$ cat src/rtl/amr_defs.svh
// register indices, field positions, reset values and timing counts
// assumes: byte address of a register is four times its index
`ifndef AMR_DEFS_SVH
`define AMR_DEFS_SVH

`define AMR_IDX_CONTROL       6'h00
`define AMR_IDX_CLKDIV        6'h01
`define AMR_IDX_SAMPLEN       6'h08
`define AMR_IDX_COMMAND       6'h0a
`define AMR_IDX_AMPCTRL       6'h0b
`define AMR_IDX_POSSEL        6'h0c
`define AMR_IDX_NEGSEL        6'h0d
`define AMR_IDX_RESULT0       6'h10
`define AMR_IDX_RESULT3       6'h13
`define AMR_IDX_SAMPLE0       6'h14
`define AMR_IDX_SAMPLE1       6'h15

`define AMR_AMPCTRL_RESET     8'h04
`define AMR_MUX_RESET         8'h00
`define AMR_CLKDIV_RESET      8'h03

`define AMR_LOW_LATENCY_KEEP_ON_BIT        0
`define AMR_BIAS_MSB          4
`define AMR_BIAS_LSB          3
`define AMR_AMPLEN_MSB        2
`define AMR_AMPLEN_LSB        1
`define AMR_AMPEN_BIT         0
`define AMR_VIA_MSB           7
`define AMR_VIA_LSB           6
`define AMR_SEL_MSB           5

`define AMR_VIA_DIRECT        2'h0
`define AMR_VIA_AMP           2'h1
`define AMR_START_ON_POS      3'h2
`define AMR_START_ON_NEG      3'h3

`define AMR_SEL_DEFAULT       6'h00
`define AMR_SEL_GND           6'h30
`define AMR_SEL_SUPPLY        6'h31
`define AMR_SEL_TEMP          6'h32
`define AMR_SEL_REF           6'h33
`define AMR_POS_PIN_LAST      6'h0f
`define AMR_NEG_PIN_LAST      6'h07

`define AMR_AMP_SAMPLE_6      9'd6
`define AMR_AMP_SAMPLE_15     9'd15
`define AMR_AMP_SAMPLE_20     9'd20

`endif

$ cat src/rtl/amr_pkg.sv
// types shared by the converter front-end register block
// assumes: nothing beyond the defines header
package amr_pkg;

    typedef enum logic [2:0] {
        AMR_IN_GROUND,
        AMR_IN_PIN,
        AMR_IN_SUPPLY_DIV_TEN,
        AMR_IN_TEMPERATURE,
        AMR_IN_COMPARATOR_REF,
        AMR_IN_RESERVED
    } amr_input_kind_t;

    typedef enum logic [1:0] {
        AMR_PH_IDLE,
        AMR_PH_INPUT,
        AMR_PH_AMP
    } amr_phase_t;

endpackage

$ cat src/rtl/amr_regs.sv
// register block for the converter input multiplexers, amplifier and results
// assumes: APB master on ref_clk; converter core supplies results with a done pulse
//
// Operation
// - bias field bits 4:3 drives bias code
// - sample field picks 6, 15, 20 ticks
// - amplifier powered only when enabled and either routed or low latency set
// - enable plus low latency keeps amplifier on
// - routing field: 0 direct, 1 via amplifier
// - one routing copy shared by both selectors
// - positive selector codes decoded to inputs
// - negative selector codes, no temperature sensor
// - both selector registers reset to zero
// - result: four read-only bytes from 0x10
// - latest sample: two read-only bytes 0x14
// - selector write starts conversion per start code
// - amplifier routing: input phase length plus amplifier phase length (6, 15 or 20 ticks)
//
// Local design decision: the APB slave port.
`include "amr_defs.svh"
module amr_regs
    import amr_pkg::*;
(
    input  wire logic        ref_clk,
    input  wire logic        rst_b,
    input  wire logic        psel,
    input  wire logic        penable,
    input  wire logic        pwrite,
    input  wire logic [7:0]  paddr,
    input  wire logic [31:0] pwdata,
    output logic [31:0]      prdata,
    output logic             pready,
    output logic             pslverr,
    input  wire logic        convDone,
    input  wire logic [31:0] convResult,
    input  wire logic [15:0] convSample,
    output logic [1:0]       ampBias,
    output logic             ampPowerOn,
    output logic             routeViaAmp,
    output amr_input_kind_t  posKind,
    output logic [3:0]       posPin,
    output amr_input_kind_t  negKind,
    output logic [3:0]       negPin,
    output logic             adcTick,
    output logic             convStart,
    output logic             inputSampling,
    output logic             ampSampling,
    output logic             sampleDone
);
    logic [7:0]      controlReg;
    logic [7:0]      clkDivReg;
    logic [7:0]      sampLenReg;
    logic [7:0]      commandReg;
    logic [7:0]      ampCtrlReg;
    logic [5:0]      posSelReg;
    logic [5:0]      negSelReg;
    logic [1:0]      viaReg;
    logic [31:0]     resultReg;
    logic [15:0]     sampleReg;
    logic [31:0]     prdataReg;
    logic            errReg;
    logic [7:0]      divCountReg;
    logic            tickReg;
    logic            startReg;
    amr_input_kind_t posKindReg;
    amr_input_kind_t negKindReg;
    logic [3:0]      posPinReg;
    logic [3:0]      negPinReg;
    logic [5:0]      regIdx;
    logic            setupPhase;
    logic            wrAccess;
    logic [31:0]     rdNext;
    logic            hitNext;

    // byte offsets map to word index; low address bits must be zero
    function automatic logic [5:0] wordIndex(input logic [7:0] addr);
        wordIndex = addr[7:2];
    endfunction

    function automatic amr_input_kind_t decodeInput(input logic [5:0] code,
                                                    input logic       isPos);
        logic [5:0] pinLast;
        pinLast = isPos ? `AMR_POS_PIN_LAST : `AMR_NEG_PIN_LAST;
        if (code == `AMR_SEL_DEFAULT || code == `AMR_SEL_GND) begin
            decodeInput = AMR_IN_GROUND;
        end else if (code == `AMR_SEL_SUPPLY) begin
            decodeInput = AMR_IN_SUPPLY_DIV_TEN;
        end else if (code == `AMR_SEL_TEMP) begin
            decodeInput = isPos ? AMR_IN_TEMPERATURE : AMR_IN_RESERVED;
        end else if (code == `AMR_SEL_REF) begin
            decodeInput = AMR_IN_COMPARATOR_REF;
        end else if (code <= pinLast) begin
            decodeInput = AMR_IN_PIN;
        end else begin
            decodeInput = AMR_IN_RESERVED;
        end
    endfunction

    assign regIdx     = wordIndex(paddr);
    assign setupPhase = psel && !penable;
    assign wrAccess   = psel && penable && pwrite && (paddr[1:0] == 2'b00);

    // read mux; unmapped or misaligned addresses flag an error
    always_comb begin
        rdNext  = 32'h0000_0000;
        hitNext = (paddr[1:0] == 2'b00);
        unique case (regIdx)
            `AMR_IDX_CONTROL: rdNext[7:0] = controlReg;
            `AMR_IDX_CLKDIV:  rdNext[7:0] = clkDivReg;
            `AMR_IDX_SAMPLEN: rdNext[7:0] = sampLenReg;
            `AMR_IDX_COMMAND: rdNext[7:0] = commandReg;
            `AMR_IDX_AMPCTRL: rdNext[7:0] = ampCtrlReg;
            `AMR_IDX_POSSEL:  rdNext[7:0] = {viaReg, posSelReg};
            `AMR_IDX_NEGSEL:  rdNext[7:0] = {viaReg, negSelReg};
            6'h10:            rdNext[7:0] = resultReg[7:0];
            6'h11:            rdNext[7:0] = resultReg[15:8];
            6'h12:            rdNext[7:0] = resultReg[23:16];
            `AMR_IDX_RESULT3: rdNext[7:0] = resultReg[31:24];
            `AMR_IDX_SAMPLE0: rdNext[7:0] = sampleReg[7:0];
            `AMR_IDX_SAMPLE1: rdNext[7:0] = sampleReg[15:8];
            default:          hitNext = 1'b0;
        endcase
    end

    // answer is prepared in the setup cycle so the access phase never waits
    always_ff @(posedge ref_clk or negedge rst_b) begin
        if (!rst_b) begin
            prdataReg <= 32'h0000_0000;
            errReg    <= 1'b0;
        end else if (setupPhase) begin
            prdataReg <= pwrite ? 32'h0000_0000 : rdNext;
            errReg    <= !hitNext;
        end
    end

    assign prdata  = prdataReg;
    assign pready  = 1'b1;
    assign pslverr = psel && penable && errReg;

    // software-written control state
    always_ff @(posedge ref_clk or negedge rst_b) begin
        if (!rst_b) begin
            controlReg <= 8'h00;
            clkDivReg  <= `AMR_CLKDIV_RESET;
            sampLenReg <= 8'h00;
            commandReg <= 8'h00;
            ampCtrlReg <= `AMR_AMPCTRL_RESET;
        end else if (wrAccess) begin
            unique case (regIdx)
                `AMR_IDX_CONTROL: controlReg <= pwdata[7:0];
                `AMR_IDX_CLKDIV:  clkDivReg  <= pwdata[7:0];
                `AMR_IDX_SAMPLEN: sampLenReg <= pwdata[7:0];
                `AMR_IDX_COMMAND: commandReg <= pwdata[7:0];
                `AMR_IDX_AMPCTRL: ampCtrlReg <= pwdata[7:0];
                default: begin
                end
            endcase
        end
    end

    // selector registers with one shared routing field
    always_ff @(posedge ref_clk or negedge rst_b) begin
        if (!rst_b) begin
            posSelReg <= 6'(`AMR_MUX_RESET);
            negSelReg <= 6'(`AMR_MUX_RESET);
            viaReg    <= `AMR_VIA_DIRECT;
        end else if (wrAccess) begin
            if (regIdx == `AMR_IDX_POSSEL) begin
                posSelReg <= pwdata[`AMR_SEL_MSB:0];
                viaReg    <= pwdata[`AMR_VIA_MSB:`AMR_VIA_LSB];
            end else if (regIdx == `AMR_IDX_NEGSEL) begin
                negSelReg <= pwdata[`AMR_SEL_MSB:0];
                viaReg    <= pwdata[`AMR_VIA_MSB:`AMR_VIA_LSB];
            end
        end
    end

    // selector decode registered so the analog switches see clean codes
    always_ff @(posedge ref_clk or negedge rst_b) begin
        if (!rst_b) begin
            posKindReg <= AMR_IN_GROUND;
            negKindReg <= AMR_IN_GROUND;
            posPinReg  <= 4'h0;
            negPinReg  <= 4'h0;
        end else begin
            posKindReg <= decodeInput(posSelReg, 1'b1);
            negKindReg <= decodeInput(negSelReg, 1'b0);
            // pin number registered with its kind, so both switch in the same cycle
            posPinReg  <= (decodeInput(posSelReg, 1'b1) == AMR_IN_PIN)
                          ? posSelReg[3:0] : 4'h0;
            negPinReg  <= (decodeInput(negSelReg, 1'b0) == AMR_IN_PIN)
                          ? negSelReg[3:0] : 4'h0;
        end
    end

    assign posKind = posKindReg;
    assign negKind = negKindReg;
    assign posPin  = posPinReg;
    assign negPin  = negPinReg;

    assign ampBias     = ampCtrlReg[`AMR_BIAS_MSB:`AMR_BIAS_LSB];
    assign routeViaAmp = (viaReg == `AMR_VIA_AMP);
    // low latency trades idle power for no amplifier start-up delay
    assign ampPowerOn  = ampCtrlReg[`AMR_AMPEN_BIT]
                         && (routeViaAmp || controlReg[`AMR_LOW_LATENCY_KEEP_ON_BIT]);

    // selector write with matching start code kicks a conversion
    always_ff @(posedge ref_clk or negedge rst_b) begin
        if (!rst_b) begin
            startReg <= 1'b0;
        end else begin
            startReg <= wrAccess
                && ((regIdx == `AMR_IDX_POSSEL && commandReg[2:0] == `AMR_START_ON_POS)
                 || (regIdx == `AMR_IDX_NEGSEL && commandReg[2:0] == `AMR_START_ON_NEG));
        end
    end

    assign convStart = startReg;

    // converter clock enable: one tick every clkDiv+1 system cycles
    always_ff @(posedge ref_clk or negedge rst_b) begin
        if (!rst_b) begin
            divCountReg <= 8'h00;
            tickReg     <= 1'b0;
        end else if (divCountReg >= clkDivReg) begin
            divCountReg <= 8'h00;
            tickReg     <= 1'b1;
        end else begin
            divCountReg <= divCountReg + 8'h01;
            tickReg     <= 1'b0;
        end
    end

    assign adcTick = tickReg;

    // results are read-only; only the converter core updates them
    always_ff @(posedge ref_clk or negedge rst_b) begin
        if (!rst_b) begin
            resultReg <= 32'h0000_0000;
            sampleReg <= 16'h0000;
        end else if (convDone) begin
            resultReg <= convResult;
            sampleReg <= convSample;
        end
    end

    amr_sample_timer u_timer (
        .ref_clk       (ref_clk),
        .rst_b         (rst_b),
        .tick          (tickReg),
        .start         (startReg),
        .viaAmp        (routeViaAmp),
        .sampLen       (sampLenReg),
        .ampLenCode    (ampCtrlReg[`AMR_AMPLEN_MSB:`AMR_AMPLEN_LSB]),
        .inputSampling (inputSampling),
        .ampSampling   (ampSampling),
        .sampleDone    (sampleDone)
    );
endmodule

$ cat src/rtl/amr_sample_timer.sv
// sample phase sequencer counted in converter-clock ticks
// assumes: tick is a one-cycle enable from the divider in the register block
`include "amr_defs.svh"
module amr_sample_timer
    import amr_pkg::*;
(
    input  wire logic       ref_clk,
    input  wire logic       rst_b,
    input  wire logic       tick,
    input  wire logic       start,
    input  wire logic       viaAmp,
    input  wire logic [7:0] sampLen,
    input  wire logic [1:0] ampLenCode,
    output logic            inputSampling,
    output logic            ampSampling,
    output logic            sampleDone
);
    amr_phase_t phase_reg;
    logic [8:0] count_reg;
    logic       done_reg;
    logic [8:0] inputLen;
    logic [8:0] ampLen;

    // reserved code 3 behaves as the longest setting
    function automatic logic [8:0] ampLenOf(input logic [1:0] code);
        unique case (code)
            2'h0:    ampLenOf = `AMR_AMP_SAMPLE_6;
            2'h1:    ampLenOf = `AMR_AMP_SAMPLE_15;
            default: ampLenOf = `AMR_AMP_SAMPLE_20;
        endcase
    endfunction

    assign inputLen = {1'b0, sampLen} + 9'd1;
    assign ampLen   = ampLenOf(ampLenCode);

    always_ff @(posedge ref_clk or negedge rst_b) begin
        if (!rst_b) begin
            phase_reg <= AMR_PH_IDLE;
            count_reg <= 9'h000;
            done_reg  <= 1'b0;
        end else begin
            done_reg <= 1'b0;
            if (start) begin
                phase_reg <= AMR_PH_INPUT;
                count_reg <= 9'h000;
            end else if (tick) begin
                unique case (phase_reg)
                    AMR_PH_IDLE: begin
                    end
                    AMR_PH_INPUT: begin
                        if (count_reg == inputLen - 9'd1) begin
                            count_reg <= 9'h000;
                            phase_reg <= viaAmp ? AMR_PH_AMP : AMR_PH_IDLE;
                            done_reg  <= !viaAmp;
                        end else begin
                            count_reg <= count_reg + 9'd1;
                        end
                    end
                    AMR_PH_AMP: begin
                        if (count_reg == ampLen - 9'd1) begin
                            count_reg <= 9'h000;
                            phase_reg <= AMR_PH_IDLE;
                            done_reg  <= 1'b1;
                        end else begin
                            count_reg <= count_reg + 9'd1;
                        end
                    end
                endcase
            end
        end
    end

    assign inputSampling = (phase_reg == AMR_PH_INPUT);
    assign ampSampling   = (phase_reg == AMR_PH_AMP);
    assign sampleDone    = done_reg;
endmodule

$ cat config.mk
export PLATFORM = sky130hd
export DESIGN_NAME = amr_regs
export DESIGN_NICKNAME = d
export VERILOG_FILES = /design/src/rtl/amr_pkg.sv /design/src/rtl/amr_regs.sv /design/src/rtl/amr_sample_timer.sv
export VERILOG_INCLUDE_DIRS = /design/src /design/src/rtl
export SDC_FILE = /design/constraint.sdc
export NUM_CORES = 1
export LEC_CHECK = 0
export BUFFER_PORTS_ARGS = -buffer_cell sky130_fd_sc_hd__buf_4
export CAP_MARGIN = 15
export CORE_ASPECT_RATIO = 0.5
export CORE_MARGIN = 2
export CORE_UTILIZATION = 52
export CTS_BUF_LIST = sky130_fd_sc_hd__clkbuf_4
export DETAILED_ROUTE_END_ITERATION = 6
export GPL_TIMING_DRIVEN = 1
export HOLD_SLACK_MARGIN = 0.06
export PLACE_DENSITY = 0.76
export SLEW_MARGIN = 20
export SYNTH_ARGS = -nofsm -noshare
export SYNTH_HDL_FRONTEND = slang
export SYNTH_SLANG_ARGS = --single-unit
$ cat constraint.sdc
create_clock -name ref_clk -period 1.8 [get_ports ref_clk]
set_clock_uncertainty 0.1 [all_clocks]
set_input_delay 0.45 -clock ref_clk [delete_from_list [all_inputs] [get_ports ref_clk]]
set_output_delay 0.45 -clock ref_clk [all_outputs]
set_load 0.05 [all_outputs]
==> results of run 1 <==
-- critical path: cells and delay by family (launching register included) --
| family | cells | cell delay [ns] |
|---|---|---|
| AOI/OAI and AO/OA | 1 | 0.15 |
| buffers and inverters | 1 | 0.16 |
| DFF | 1 | 0.43 |
| and+or+nand+nor | 1 | 0.17 |
-- cell type report --
class	instances	area, um2
clock buffers	18	135
multi-input cells	429	3810
clock inverters	14	201
fillers	898	3350
well taps	192	240
flip-flops and latches	147	3690
inverters	20	75.1
repair buffers	254	2200
-- cells by family (layout without fill, tap and decap cells) --
| logic type | Yosys count | count (layout) |
|---|---|---|
| other | 2 | 26 |
| AND/OR/NAND/NOR | 173 | 173 |
| buffers and inverters | 80 | 306 |
| multiplexers | 116 | 116 |
| adder cells (fa/ha/maj) | 12 | 12 |
| flip-flops | 147 | 147 |
| XOR/XNOR | 18 | 18 |
| AO/OA/AOI/OAI | 83 | 84 |
-- what timing repair did --
item | 4_1_cts | 5_1_grt
hold buffers | 50 | 1
pin swaps | 16 | 17
resized for setup | 37 | 31
cloned | 1 | 1
setup buffers | 15 | 6
hold endpoints to repair | 139 | 3
setup endpoints to repair | 25 | 30
-- placed cells by master (no fill, tap or decap), types with 4 or more instances in the layout --
cell type	netlist	layout
and2_1	14	13
and4_1	6	6
mux2_2	54	54
inv_1	20	18
nor2b_1	8	4
buf_4	27	182
mux2_4	0	24
nand3_1	50	49
buf_6	0	9
a22o_1	4	4
dlygate4sd3_1	0	51
a211oi_2	0	8
ha_1	12	9
a22oi_1	7	7
mux2_1	56	32
nor3_1	8	6
buf_8	0	4
buf_12	0	8
nor4_1	5	4
and3_1	8	7
dfrtp_1	144	138
nand4_1	6	6
conb_1	2	26
nor2_1	14	12
o21bai_1	4	4
dfrtp_2	0	6
nand2_4	0	4
xor2_1	13	10
a21o_1	4	4
inv_6	0	4
nand2_1	31	27
xnor2_1	5	5
bufinv_16	0	4
clkbuf_4	0	18
o211ai_1	10	10
o21ai_1	15	11
-- routing by layer --
layer | vias up | global-route usage [%] | share of wire (%) | wire [um]
li1 | 2722 | - | - | -
met1 | 2963 | 37.8 | 42 | 8660
met2 | 277 | 46.1 | 47 | 9760
met3 | 45 | 7.59 | 8.0 | 1650
met4 | 0 | 9.09 | 2.4 | 498
met5 | - | 0 | 0 | 0
-- worst max path at each step --
stage / start / endpoint / depth (start not counted)
2_1_floorplan: paddr[4] / controlReg[0]$_DFFE_PN0P_ / 6
3_3_place_gp: paddr[6] / convStart$_DFF_PN0_ / 8
3_5_place_dp: paddr[2] / prdata[4]$_DFFE_PN0P_ / 7
4_1_cts: viaReg[1]$_DFFE_PN0P_ / ampPowerOn / 3
5_1_grt: viaReg[0]$_DFFE_PN0P_ / ampPowerOn / 3
6_report: viaReg[1]$_DFFE_PN0P_ / ampPowerOn / 3
-- report_power, final --
part	total (W)	internal, W	switching (W)	leakage (nW)
combinational	0.00106	0.000506	0.000549	2.82
sequential	0.00354	0.00345	0.0000959	1.91
clock	0.00249	0.00114	0.00135	0.170
-- per-stage QoR --
| step | cell area [um2] | hold slack [ns] | TNS, ns | util, % | setup WS, ns |
|---|---|---|---|---|---|
| floorplan | 7740 | 0.0544 | -3.40 | - | -0.107 |
| global placement | 9010 | 0.293 | -11.13 | 65.8 | -0.308 |
| detailed placement | 9010 | 0.295 | -13.35 | 65.8 | -0.314 |
| CTS | 10100 | 0.0629 | -1.58 | 73.9 | -0.195 |
| global route | 10300 | 0.0594 | -3.88 | 75.5 | -0.278 |
| finish | 10300 | 0.0676 | -1.87 | 75.5 | -0.218 |
==> results by group, run 1 <==
Cells and area
  • Share of cells above drive strength 1: 43.3%
  • Ant diodes: 0
  • Synth-to-Final Area Change: 40.6%
  • Max reg flops: 32
  • Final nets: slightly below 1000
  • Final Non-Filler Cells: around 1100

Min path
  • Hold Crit Start: paddr[0]
  • Worst hold path class: in -> reg
  • Worst hold path endpoint: errReg$_DFFE_PN0P_
  • Hold Path Depth: 3

Timing
  • PnR worst setup slack: -0.218 ns
  • Setup violators final: 18
  • RSZ-0062 raised after global routing: yes
  • Max frequency: 495 MHz
  • Fin. Hold Viols: 0
  • Tmin final: 2.02 ns
  • Count of pins over their slew limit: 0
  • Post-route clock period utilization: 112%

Setup path
  • Worst r2r src: sampLenReg[0]$_DFFE_PN0P_
  • Setup crit start kind: flip-flop
  • Crit-path cells: nor2b_4 -> o21a_1 -> buf_6
  • Arr. time, crit path: roughly 1.5 ns
  • Worst Setup End Kind: output pin
  • Reg-to-Reg End: u_timer.count_reg[8]$_DFFE_PN0P_
  • Reg-to-reg slack, setup: -0.16 ns
  • Worst stage delay on the critical path: about 0.43 ns
  • Critical path's slowest cell: dfrtp_1
  • R2R cell count: 7
  • WP data required: approximately 1.3 ns
  • Worst setup path class: reg -> out
  • Critical-path maximum fanout: 3

Outcome
  • Failing checks: negative setup slack
  • Outcome: finished with violations

Die
  • Die height: 88.1 um
  • FP Rows: 30
  • Die area: around 15000 um2
  • Io pins: around 150
  • Initial Util: approximately 54%
  • Die X: ~170 um
  • Core area: around 14000 um2

Drt
  • Via Count: 6007
  • 1st-iter DRT viols: ~550
  • Final ANT Viol Nets: 0
  • WL final: about 20000 um
  • Pre-antenna DRT Iters: 6
  • Routed len/inst: roughly 19 um
  • Residual DRC count: 0
  • Via/cell ratio: approximately 5.6

Global route
  • Tot GR Track Use: 28.4%
  • GRT overflow: 0
  • Initial antenna violation count: 0
  • Vias in the first global route: ~6000
  • First-pass GRT wire length: 32200 um
  • Largest net degree at the start of global routing: 41

Pwr
  • PD cells: a little under 700 nW/um2
  • Static leakage: 4.90 nW
  • Power, Total: approximately 0.0071 W
  • Peak VDD IR: between 0.4 and 0.5 mV

Clock tree
  • CTS Buf Count: 17
  • H-tree lvl count: 4
  • Clock transition at path regs: between 0.1 and 0.15 ns
  • Clock tree buffer depth: 2
  • CTS tree: built
  • Num Clock Sinks: 147
  • Root buffer cell: clkbuf_4
  • Clock latency on the worst-skew pair: between 0.5 and 0.6 ns

Place
  • Placed Cells: between 900 and 1000
  • Gpl congestion: between 0.9 and 1
  • PortBufs: 101
  • Post-DP HPWL: 13900 um

Synthesis
  • Top cells by area, synth: dfrtp_1, mux2_1, mux2_2
  • Synth area leader: dfrtp_1
  • Synth warn: 0
  • Mapped Cells: between 600 and 700
  • Cell Area, Synth: 7360 um2
  • Synth Area in XOR/XNOR: about 2.1%
  • Cell with the most instances after synthesis: dfrtp_1
  • Largest family of logic cells by synthesized area: multiplexers
  • Yosys top cell area share: around half
  • Mux cell area share after synthesis: a little under a fifth
  • Post-synth cell types: 65
  • Top cells by count, synth: dfrtp_1, mux2_1, mux2_2
  • Mean post-synth cell area: roughly 12 um2
  • Simple-gate portion of the synthesized area: between 10 and 15%
  • Seq cells post-synth: 147
  • Adder-cell area share of the yosys netlist: under 10%
  • Ys flop type: dfrtp_1
  • Compound-Gate Fraction of Synth Area: under 10%
  • EDFF count, synth: 0
  • FFs w/ async S/R, synth: between 90% and 100%
  • Sequential cell area fraction in the yosys report: approximately half

Job
  • Maxcap violations: 0
(Power assumes the default switching activity.)
==> run 2, diff against run 1 <==
--- a/config.mk
+++ b/config.mk
@@ -10,12 +10,11 @@
 export CAP_MARGIN = 15
 export CORE_ASPECT_RATIO = 0.5
 export CORE_MARGIN = 2
-export CORE_UTILIZATION = 52
-export CTS_BUF_LIST = sky130_fd_sc_hd__clkbuf_4
+export CORE_UTILIZATION = 50
 export DETAILED_ROUTE_END_ITERATION = 6
 export GPL_TIMING_DRIVEN = 1
 export HOLD_SLACK_MARGIN = 0.06
-export PLACE_DENSITY = 0.76
+export PLACE_DENSITY = 0.74
 export SLEW_MARGIN = 20
 export SYNTH_ARGS = -nofsm -noshare
 export SYNTH_HDL_FRONTEND = slang
==> run 2 against run 1 <==
Effect of this change: the flow still finishes with violations (negative setup slack); flip-flop and latch count stayed put; register-to-register slack gained 0.03 ns; combinational power shrank 11%; critical path depth rose by 2; maximum frequency increased by 4.7%; total power increased by 11%; final area decreased by 3.8%; non-clock buffer count decreased by 51; critical endpoint is now u_timer.phase_reg[1]$_DFFE_PN0P_; highest routed layer unchanged.
==> results by group, run 2 (synthesis results as in run 1) <==
Place
  • Gpl congestion: 0.912 (-4.9%)
  • PortBufs: 101 (unchanged)
  • Post-DP HPWL: 14300 um (+3.1%)

Setup path
  • CP delay by family, top: simple AND/OR/NAND/NOR gates
  • Reg-to-Reg End: u_timer.phase_reg[1]$_DFFE_PN0P_
  • Reg-to-reg slack, setup: -0.13 ns (+0.03 ns)
  • Worst Setup End Kind: flip-flop
  • Critical path's slowest cell: or4b_1
  • Critical-path maximum fanout: 2 (-1)
  • R2R cell count: 5 (-2)
  • Setup crit start kind: flip-flop
  • Bufs and invs on worst path: 0 (-1)
  • Crit-path cells: xor2_2 -> nor4_4 -> a31oi_1 -> or4b_1 -> a21oi_1
  • Worst stage delay on the critical path: 0.54 ns (+0.11 ns)
  • Worst setup path class: reg -> reg
  • WP data required: 2.05 ns (+0.80 ns)
  • Worst r2r src: sampLenReg[6]$_DFFE_PN0P_
  • Arr. time, crit path: 2.18 ns (+0.71 ns)

Drt
  • Residual DRC count: 0 (unchanged)
  • Top sig layer: met4
  • WL final: 19800 um (-3.5%)
  • Met3 routed wirelength: 1280 um (-22%)
  • Pre-antenna DRT Iters: 6 (unchanged)
  • Routed len/inst: 19.3 um (+0.67%)
  • Via Count: 5709 (-5.0%)
  • Via/cell ratio: 5.55 (-0.80%)
  • Final ANT Viol Nets: 0 (unchanged)
  • 1st-iter DRT viols: 511 (-6.4%)
  • Met2 routed WL: 9100 um (-6.8%)
  • Wire length on met1: 9150 um (+5.7%)

Cells and area
  • # fillers: 1042 (+16%)
  • Most common cell after layout, fill and taps aside: buf_4
  • Share of cells above drive strength 1: 44.4% (+1.1 points)
  • Most frequent cells in the layout: buf_4, dfrtp_1, mux2_2
  • Final nets: 924 (-5.2%)
  • Ant diodes: 0 (unchanged)
  • Max reg flops: 32 (unchanged)
  • Synth-to-Final Area Change: 35.2%

Timing
  • Count of pins over their slew limit: 0 (unchanged)
  • Tmin final: 1.93 ns (-0.0906 ns)
  • TNS Setup: -0.890 ns (+0.982 ns)
  • Worst slew pin tran: 0.629 ns
  • Final hold slack: 0.152 ns (+0.0844 ns)
  • RSZ-0062 raised after global routing: yes
  • Max frequency: 519 MHz (+4.7%)
  • PnR worst setup slack: -0.128 ns (+0.0906 ns)
  • Slew HR: between 50 and 60%
  • Post-route clock period utilization: 107% (-5.0 points)
  • Fin. Hold Viols: 0 (unchanged)
  • Setup violators final: 15 (-3)

Pwr
  • Sw Share: 26.6% (-1.6 points)
  • Flop pwr share: 45.1% (-4.9 points)
  • PD cells: 790 nW/um2 (+15%)
  • Peak VDD IR: 0.606 mV (+28%)
  • Sw power: 0.00209 W (+4.7%)
  • Combinational share of power: 12.0% (-2.9 points)
  • Clock power share: 43.0% (+7.8 points)
  • Static leakage: 4.76 nW (-3.0%)
  • Power, Total: 0.00786 W (+11%)
  • Int Power: 0.00577 W (+13%)

Clock tree
  • CTS Buf Count: 17 (unchanged)
  • H-tree lvl count: 4 (unchanged)
  • Clock transition at path regs: 0.07 ns (-0.07 ns)
  • Clock latency on the worst-skew pair: 0.42 ns (-0.15 ns)
  • Num Clock Sinks: 147 (unchanged)
  • Root buffer cell: clkbuf_16
  • CTS tree: built
  • Clock tree buffer depth: 2 (unchanged)

Min path
  • Worst hold path class: in -> reg
  • Hold Crit Start: convResult[24]
  • Hold Path Depth: 2 (-1)
  • Worst hold path endpoint: resultReg[24]$_DFFE_PN0P_

Global route
  • Vias in the first global route: 5834 (-3.0%)
  • First-pass GRT wire length: 32000 um (-0.39%)
  • Largest net degree at the start of global routing: 49 (+20%)
  • GRT overflow: 0 (unchanged)
  • Tot GR Track Use: 26.2% (-2.2 points)
  • Initial antenna violation count: 0 (unchanged)

Die
  • Die height: 89.8 um (+1.9%)
  • Io pins: 151 (unchanged)
  • FP Rows: 31 (+3.3%)
  • Die X: 176 um (+1.9%)
  • Initial Util: 51.0% (-2.7 points)
  • Core area: 14400 um2 (+5.3%)
  • Die area: 15800 um2 (+3.9%)

Outcome
  • Outcome: finished with violations
  • Failing checks: negative setup slack

Job
  • Maxcap violations: 0 (unchanged)
run 2: changes by cell type in the layout (fill, tap and decap cells not counted), sizes merged:
cell,previous run,this run
buf,203,202
bufinv,4,0
clkbuf,18,20
clkinv,2,6
dlygate4sd3,51,1
inv,25,23
o21a,3,2
o21ai,17,18
run 2: final cells by class:
type                       count  area [um2]  share of cell area [%]
multi-input combinational    429        3740                    37.6
sequential                   147        3690                    37.0
timing repair buffer         203        1630                    16.4
clock buffer                  20         467                    4.69
tap                          198         248                    2.49
clock inverter                12         100                    1.01
inverter                      20        75.1                   0.754
run 2: worst max-delay path by stage:
stage / from / end / slack [ns] / depth (start not counted)
CTS: u_timer.count_reg[6]$_DFFE_PN0P_ / u_timer.phase_reg[1]$_DFFE_PN0P_ / -0.12 / 5
detailed placement: paddr[2] / prdata[5]$_DFFE_PN0P_ / -0.33 / 7
global placement: paddr[2] / prdata[0]$_DFFE_PN0P_ / -0.27 / 7
global route: u_timer.count_reg[6]$_DFFE_PN0P_ / u_timer.phase_reg[1]$_DFFE_PN0P_ / -0.18 / 5
floorplan: paddr[4] / controlReg[0]$_DFFE_PN0P_ / -0.11 / 6
finish: sampLenReg[6]$_DFFE_PN0P_ / u_timer.phase_reg[1]$_DFFE_PN0P_ / -0.13 / 5
run 2: routing by layer:
layer / track usage (%) / vias to the layer above
met2: 40.9 / 195
li1: - / 2617
met5: 0 / -
met1: 36.9 / 2872
met4: 6.96 / 0
met3: 6.18 / 25
run 2: timing repair:
action / CTS / global route
resized for setup: 28 / 17
setup buffers: 7 / 5
pin swaps: 11 / 1
setup endpoints to repair: 24 / 26
cloned: 1 / 0
hold endpoints to repair: 28 / 0
hold buffers: 1 / 0
run 2: stage by stage:
stage / area (um2) / util, % / setup slack, ns / std cells
4_1_cts: 9820 / 68.0 / -0.124 / 1024
2_1_floorplan: 7740 / - / -0.107 / 655
6_report: 9950 / 69.0 / -0.128 / 1029
5_1_grt: 9950 / 69.0 / -0.182 / 1029
3_3_place_gp: 9050 / 62.7 / -0.270 / 984
3_5_place_dp: 9050 / 62.7 / -0.328 / 984
run 2: power by group through the flow:
stage	Combinational [W]	Sequential (W)	Clock, W
global placement	0.000879	0.00359	0
floorplan	0.000511	0.00361	0
CTS	0.000928	0.00354	0.00341
global route	0.00101	0.00356	0.00359
finish	0.000940	0.00354	0.00338
detailed placement	0.000903	0.00360	0
==> run 3, diff against run 2 <==
--- a/config.mk
+++ b/config.mk
@@ -6,6 +6,7 @@
 export SDC_FILE = /design/constraint.sdc
 export NUM_CORES = 1
 export LEC_CHECK = 0
+export ABC_AREA = 1
 export BUFFER_PORTS_ARGS = -buffer_cell sky130_fd_sc_hd__buf_4
 export CAP_MARGIN = 15
 export CORE_ASPECT_RATIO = 0.5
@@ -14,7 +15,7 @@
 export DETAILED_ROUTE_END_ITERATION = 6
 export GPL_TIMING_DRIVEN = 1
 export HOLD_SLACK_MARGIN = 0.06
-export PLACE_DENSITY = 0.74
+export PLACE_DENSITY = 0.73
 export SLEW_MARGIN = 20
 export SYNTH_ARGS = -nofsm -noshare
 export SYNTH_HDL_FRONTEND = slang
==> run 3 against run 2 <==
Effect of this change: the flow still finishes with violations (negative setup slack); non-clock buffer count decreased by 32; via count increased by 18%; flip-flop and latch count unchanged; combinational power decreased by 13%; utilization decreased by 2.7 points; maximum frequency increased by 3.3%; sequential share of layout area increased by 1.0 points; final cell count increased by 27%; synthesized cell count increased by 47%; worst setup slack improved by 0.062 ns; synthesized area increased by 2.9%; first-iteration DRC count increased by 16%.
==> results by group, run 3 <==
Setup path
  • Worst setup path class: reg -> out
  • Worst Setup End Kind: output pin
  • Worst r2r src: u_timer.phase_reg[0]$_DFFE_PN0P_
  • Reg-to-reg slack, setup: 0.09 ns (+0.22 ns)
  • Setup crit start kind: flip-flop
  • R2R cell count: 7 (+2)
  • Arr. time, crit path: 1.32 ns (-0.86 ns)
  • Reg-to-Reg End: u_timer.count_reg[2]$_DFFE_PN0P_
  • Critical-path maximum fanout: 2 (unchanged)
  • WP data required: 1.25 ns (-0.80 ns)

Synthesis
  • EDFF count, synth: 0 (unchanged)
  • Top cells by count, synth: nand2_1, dfrtp_1, nor2_1
  • Synth warn: 0 (unchanged)
  • FFs w/ async S/R, synth: 100% (unchanged)
  • Yosys top cell area share: 47.6% (-1.4 points)
  • Sequential cell area fraction in the yosys report: 48.6% (-1.4 points)
  • Ys flop type: dfrtp_1
  • Cell with the most instances after synthesis: nand2_1
  • Cell Area, Synth: 7570 um2 (+2.9%)
  • Top cells by area, synth: dfrtp_1, nand2_1, mux2_2
  • Seq cells post-synth: 147 (unchanged)
  • Mapped Cells: 925 (+47%)
  • Synth area leader: dfrtp_1
  • Post-synth cell types: 44 (-32%)
  • Mean post-synth cell area: 8.18 um2 (-30%)

Timing
  • Max frequency: 536 MHz (+3.3%)
  • Tmin final: 1.87 ns (-0.0618 ns)
  • RSZ-0062 raised after global routing: yes
  • Post-route clock period utilization: 104% (-3.4 points)
  • PnR worst setup slack: -0.0661 ns (+0.0618 ns)
  • Fin. Hold Viols: 0 (unchanged)
  • Count of pins over their slew limit: 0 (unchanged)
  • Worst slew pin tran: 0.527 ns (-0.101 ns)
  • Setup violators final: 2 (-13)
  • Slew HR: 64.8% (+6.8 points)

Global route
  • Largest net degree at the start of global routing: 46 (-6.1%)
  • First-pass GRT wire length: 32900 um (+2.6%)
  • Vias in the first global route: 6426 (+10%)
  • Tot GR Track Use: 26.6% (+0.41 points)
  • GRT overflow: 0 (unchanged)
  • Initial antenna violation count: 0 (unchanged)

Cells and area
  • Synth-to-Final Area Change: 28.0%
  • Max reg flops: 32 (unchanged)
  • Ant diodes: 0 (unchanged)
  • Final core utilization: 66.3% (-2.7 points)
  • Most frequent cells in the layout: nand2_1, buf_4, dfrtp_1
  • Most common cell after layout, fill and taps aside: nand2_1
  • # fillers: 1209 (+16%)
  • Share of cells above drive strength 1: 25.8% (-19 points)
  • Final nets: 1197 (+30%)

Place
  • Post-DP HPWL: 15200 um (+6.5%)
  • PortBufs: 101 (unchanged)
  • Gpl congestion: 0.929 (+1.8%)
  • Place WS: -0.169 ns (+0.160 ns)

Clock tree
  • Root buffer cell: clkbuf_16
  • Clock tree buffer depth: 2 (unchanged)
  • Clock transition at path regs: 0.07 ns (about the same)
  • CTS tree: built
  • Num Clock Sinks: 147 (unchanged)
  • Clock latency on the worst-skew pair: 0.42 ns (about the same)
  • CTS Buf Count: 17 (unchanged)
  • H-tree lvl count: 4 (unchanged)

Drt
  • Wire length on met1: 9440 um (+3.2%)
  • Top sig layer: met4
  • WL final: 20400 um (+2.7%)
  • Met3 routed wirelength: 1590 um (+24%)
  • Via/cell ratio: 5.18 (-6.7%)
  • Final ANT Viol Nets: 0 (unchanged)
  • Routed len/inst: 15.6 um (-19%)
  • Via Count: 6739 (+18%)
  • 1st-iter DRT viols: 592 (+16%)
  • Met2 routed WL: 8950 um (-1.7%)
  • Residual DRC count: 0 (unchanged)
  • Pre-antenna DRT Iters: 5 (-1)

Min path
  • Hold Crit Start: convSample[9]
  • Worst hold path class: in -> reg
  • Hold Path Depth: 3 (+1)
  • Worst hold path endpoint: sampleReg[9]$_DFFE_PN0P_

Job
  • Maxcap violations: 0 (unchanged)

Outcome
  • Failing checks: negative setup slack
  • Outcome: finished with violations

Die
  • FP Rows: 31 (unchanged)
  • Die area: 16200 um2 (+2.8%)
  • Die height: 91.0 um (+1.4%)
  • Core area: 14600 um2 (+1.3%)
  • Initial Util: 51.8% (+0.76 points)
  • Io pins: 151 (unchanged)
  • Die X: 178 um (+1.4%)

Pwr
  • PD cells: 812 nW/um2 (+2.8%)
  • Flop pwr share: 44.6% (-0.5 points)
  • Sw Share: 26.0% (-0.59 points)
  • Combinational share of power: 10.4% (-1.6 points)
  • Sw power: 0.00205 W (-2.2%)
  • Int Power: 0.00582 W (+0.88%)
  • Static leakage: 4.85 nW (+1.9%)
  • Clock power share: 45.0% (+2.0 points)
  • Peak VDD IR: 0.651 mV (+7.4%)
-- run 3: logic make-up (layout without fill, tap and decap cells) --
family | after synthesis | after routing | synth area share (%)
and+or+nand+nor | 469 | 469 | 26.5
muxes | 33 | 33 | 4.91
buffers and inverters | 147 | 302 | 8.98
AOI/OAI and AO/OA | 103 | 103 | 7.45
DFF | 147 | 147 | 48.6
xor gates and xnor gates | 12 | 12 | 1.39
other | 2 | 26 | 0.0992
adders and majority gates | 12 | 12 | 1.98
-- run 3: power groups by stage --
stage	registers (W)	logic, W	clock network (W)
CTS	0.00351	0.000815	0.00357
global route	0.00352	0.000892	0.00374
detailed placement	0.00357	0.000802	0
global placement	0.00356	0.000787	0
finish	0.00351	0.000819	0.00354
floorplan	0.00357	0.000446	0
-- run 3: worst max-delay path by stage --
stage                                     startpoint                               end  slack (ns)  cells past startpoint
floorplan           u_timer.phase_reg[1]$_DFFE_PN0P_  u_timer.count_reg[2]$_DFFE_PN0P_        0.03                      7
global placement                            paddr[3]             prdata[1]$_DFFE_PN0P_       -0.13                     14
CTS                            viaReg[0]$_DFFE_PN0P_                        ampPowerOn       -0.05                      4
detailed placement                          paddr[3]             prdata[3]$_DFFE_PN0P_       -0.17                     13
finish                         viaReg[0]$_DFFE_PN0P_                        ampPowerOn       -0.07                      4
global route                   viaReg[0]$_DFFE_PN0P_                        ampPowerOn       -0.09                      4
-- run 3: critical path, cell delays in order, from the launching register on --
cell and delay [ns]:
dfrtp_1 0.36, inv_2 0.05, nor2_4 0.13, o21a_1 0.18, buf_6 0.17
-- run 3: layout make-up --
cell class,count,area [um2],share of cell area (%)
sequential,147,3690,38.1
inverter,99,374,3.86
timing repair buffer,171,1420,14.7
clock buffer,19,433,4.47
clock inverter,13,149,1.54
tap,198,248,2.56
multi-input combinational,655,3370,34.8
-- run 3: metal layers --
layer / GRT usage, % / vias up
li1: - / 3246
met1: 38.2 / 3166
met4: 8.27 / 0
met2: 40.4 / 285
met5: 0 / -
met3: 5.70 / 42
-- run 3: what timing repair did --
action / 4_1_cts / 5_1_grt
setup endpoints to repair: 4 / 19
pin swaps: 2 / 3
resized for setup: 9 / 20
hold buffers: 1 / 0
hold endpoints to repair: 37 / 0
gates cloned: 0 / 0
setup buffers: 4 / 4
-- run 3: stage by stage --
stage / power [W] / TNS (ns) / cell area [um2] / std cells / hold WS, ns
floorplan: 0.00401 / 0 / 7670 / 949 / 0.0544
detailed placement: 0.00437 / -4.19 / 8930 / 1261 / 0.344
global placement: 0.00435 / -2.64 / 8930 / 1261 / 0.336
global route: 0.00816 / -0.353 / 9690 / 1302 / 0.126
finish: 0.00787 / -0.0681 / 9690 / 1302 / 0.130
CTS: 0.00789 / -0.0831 / 9590 / 1298 / 0.123
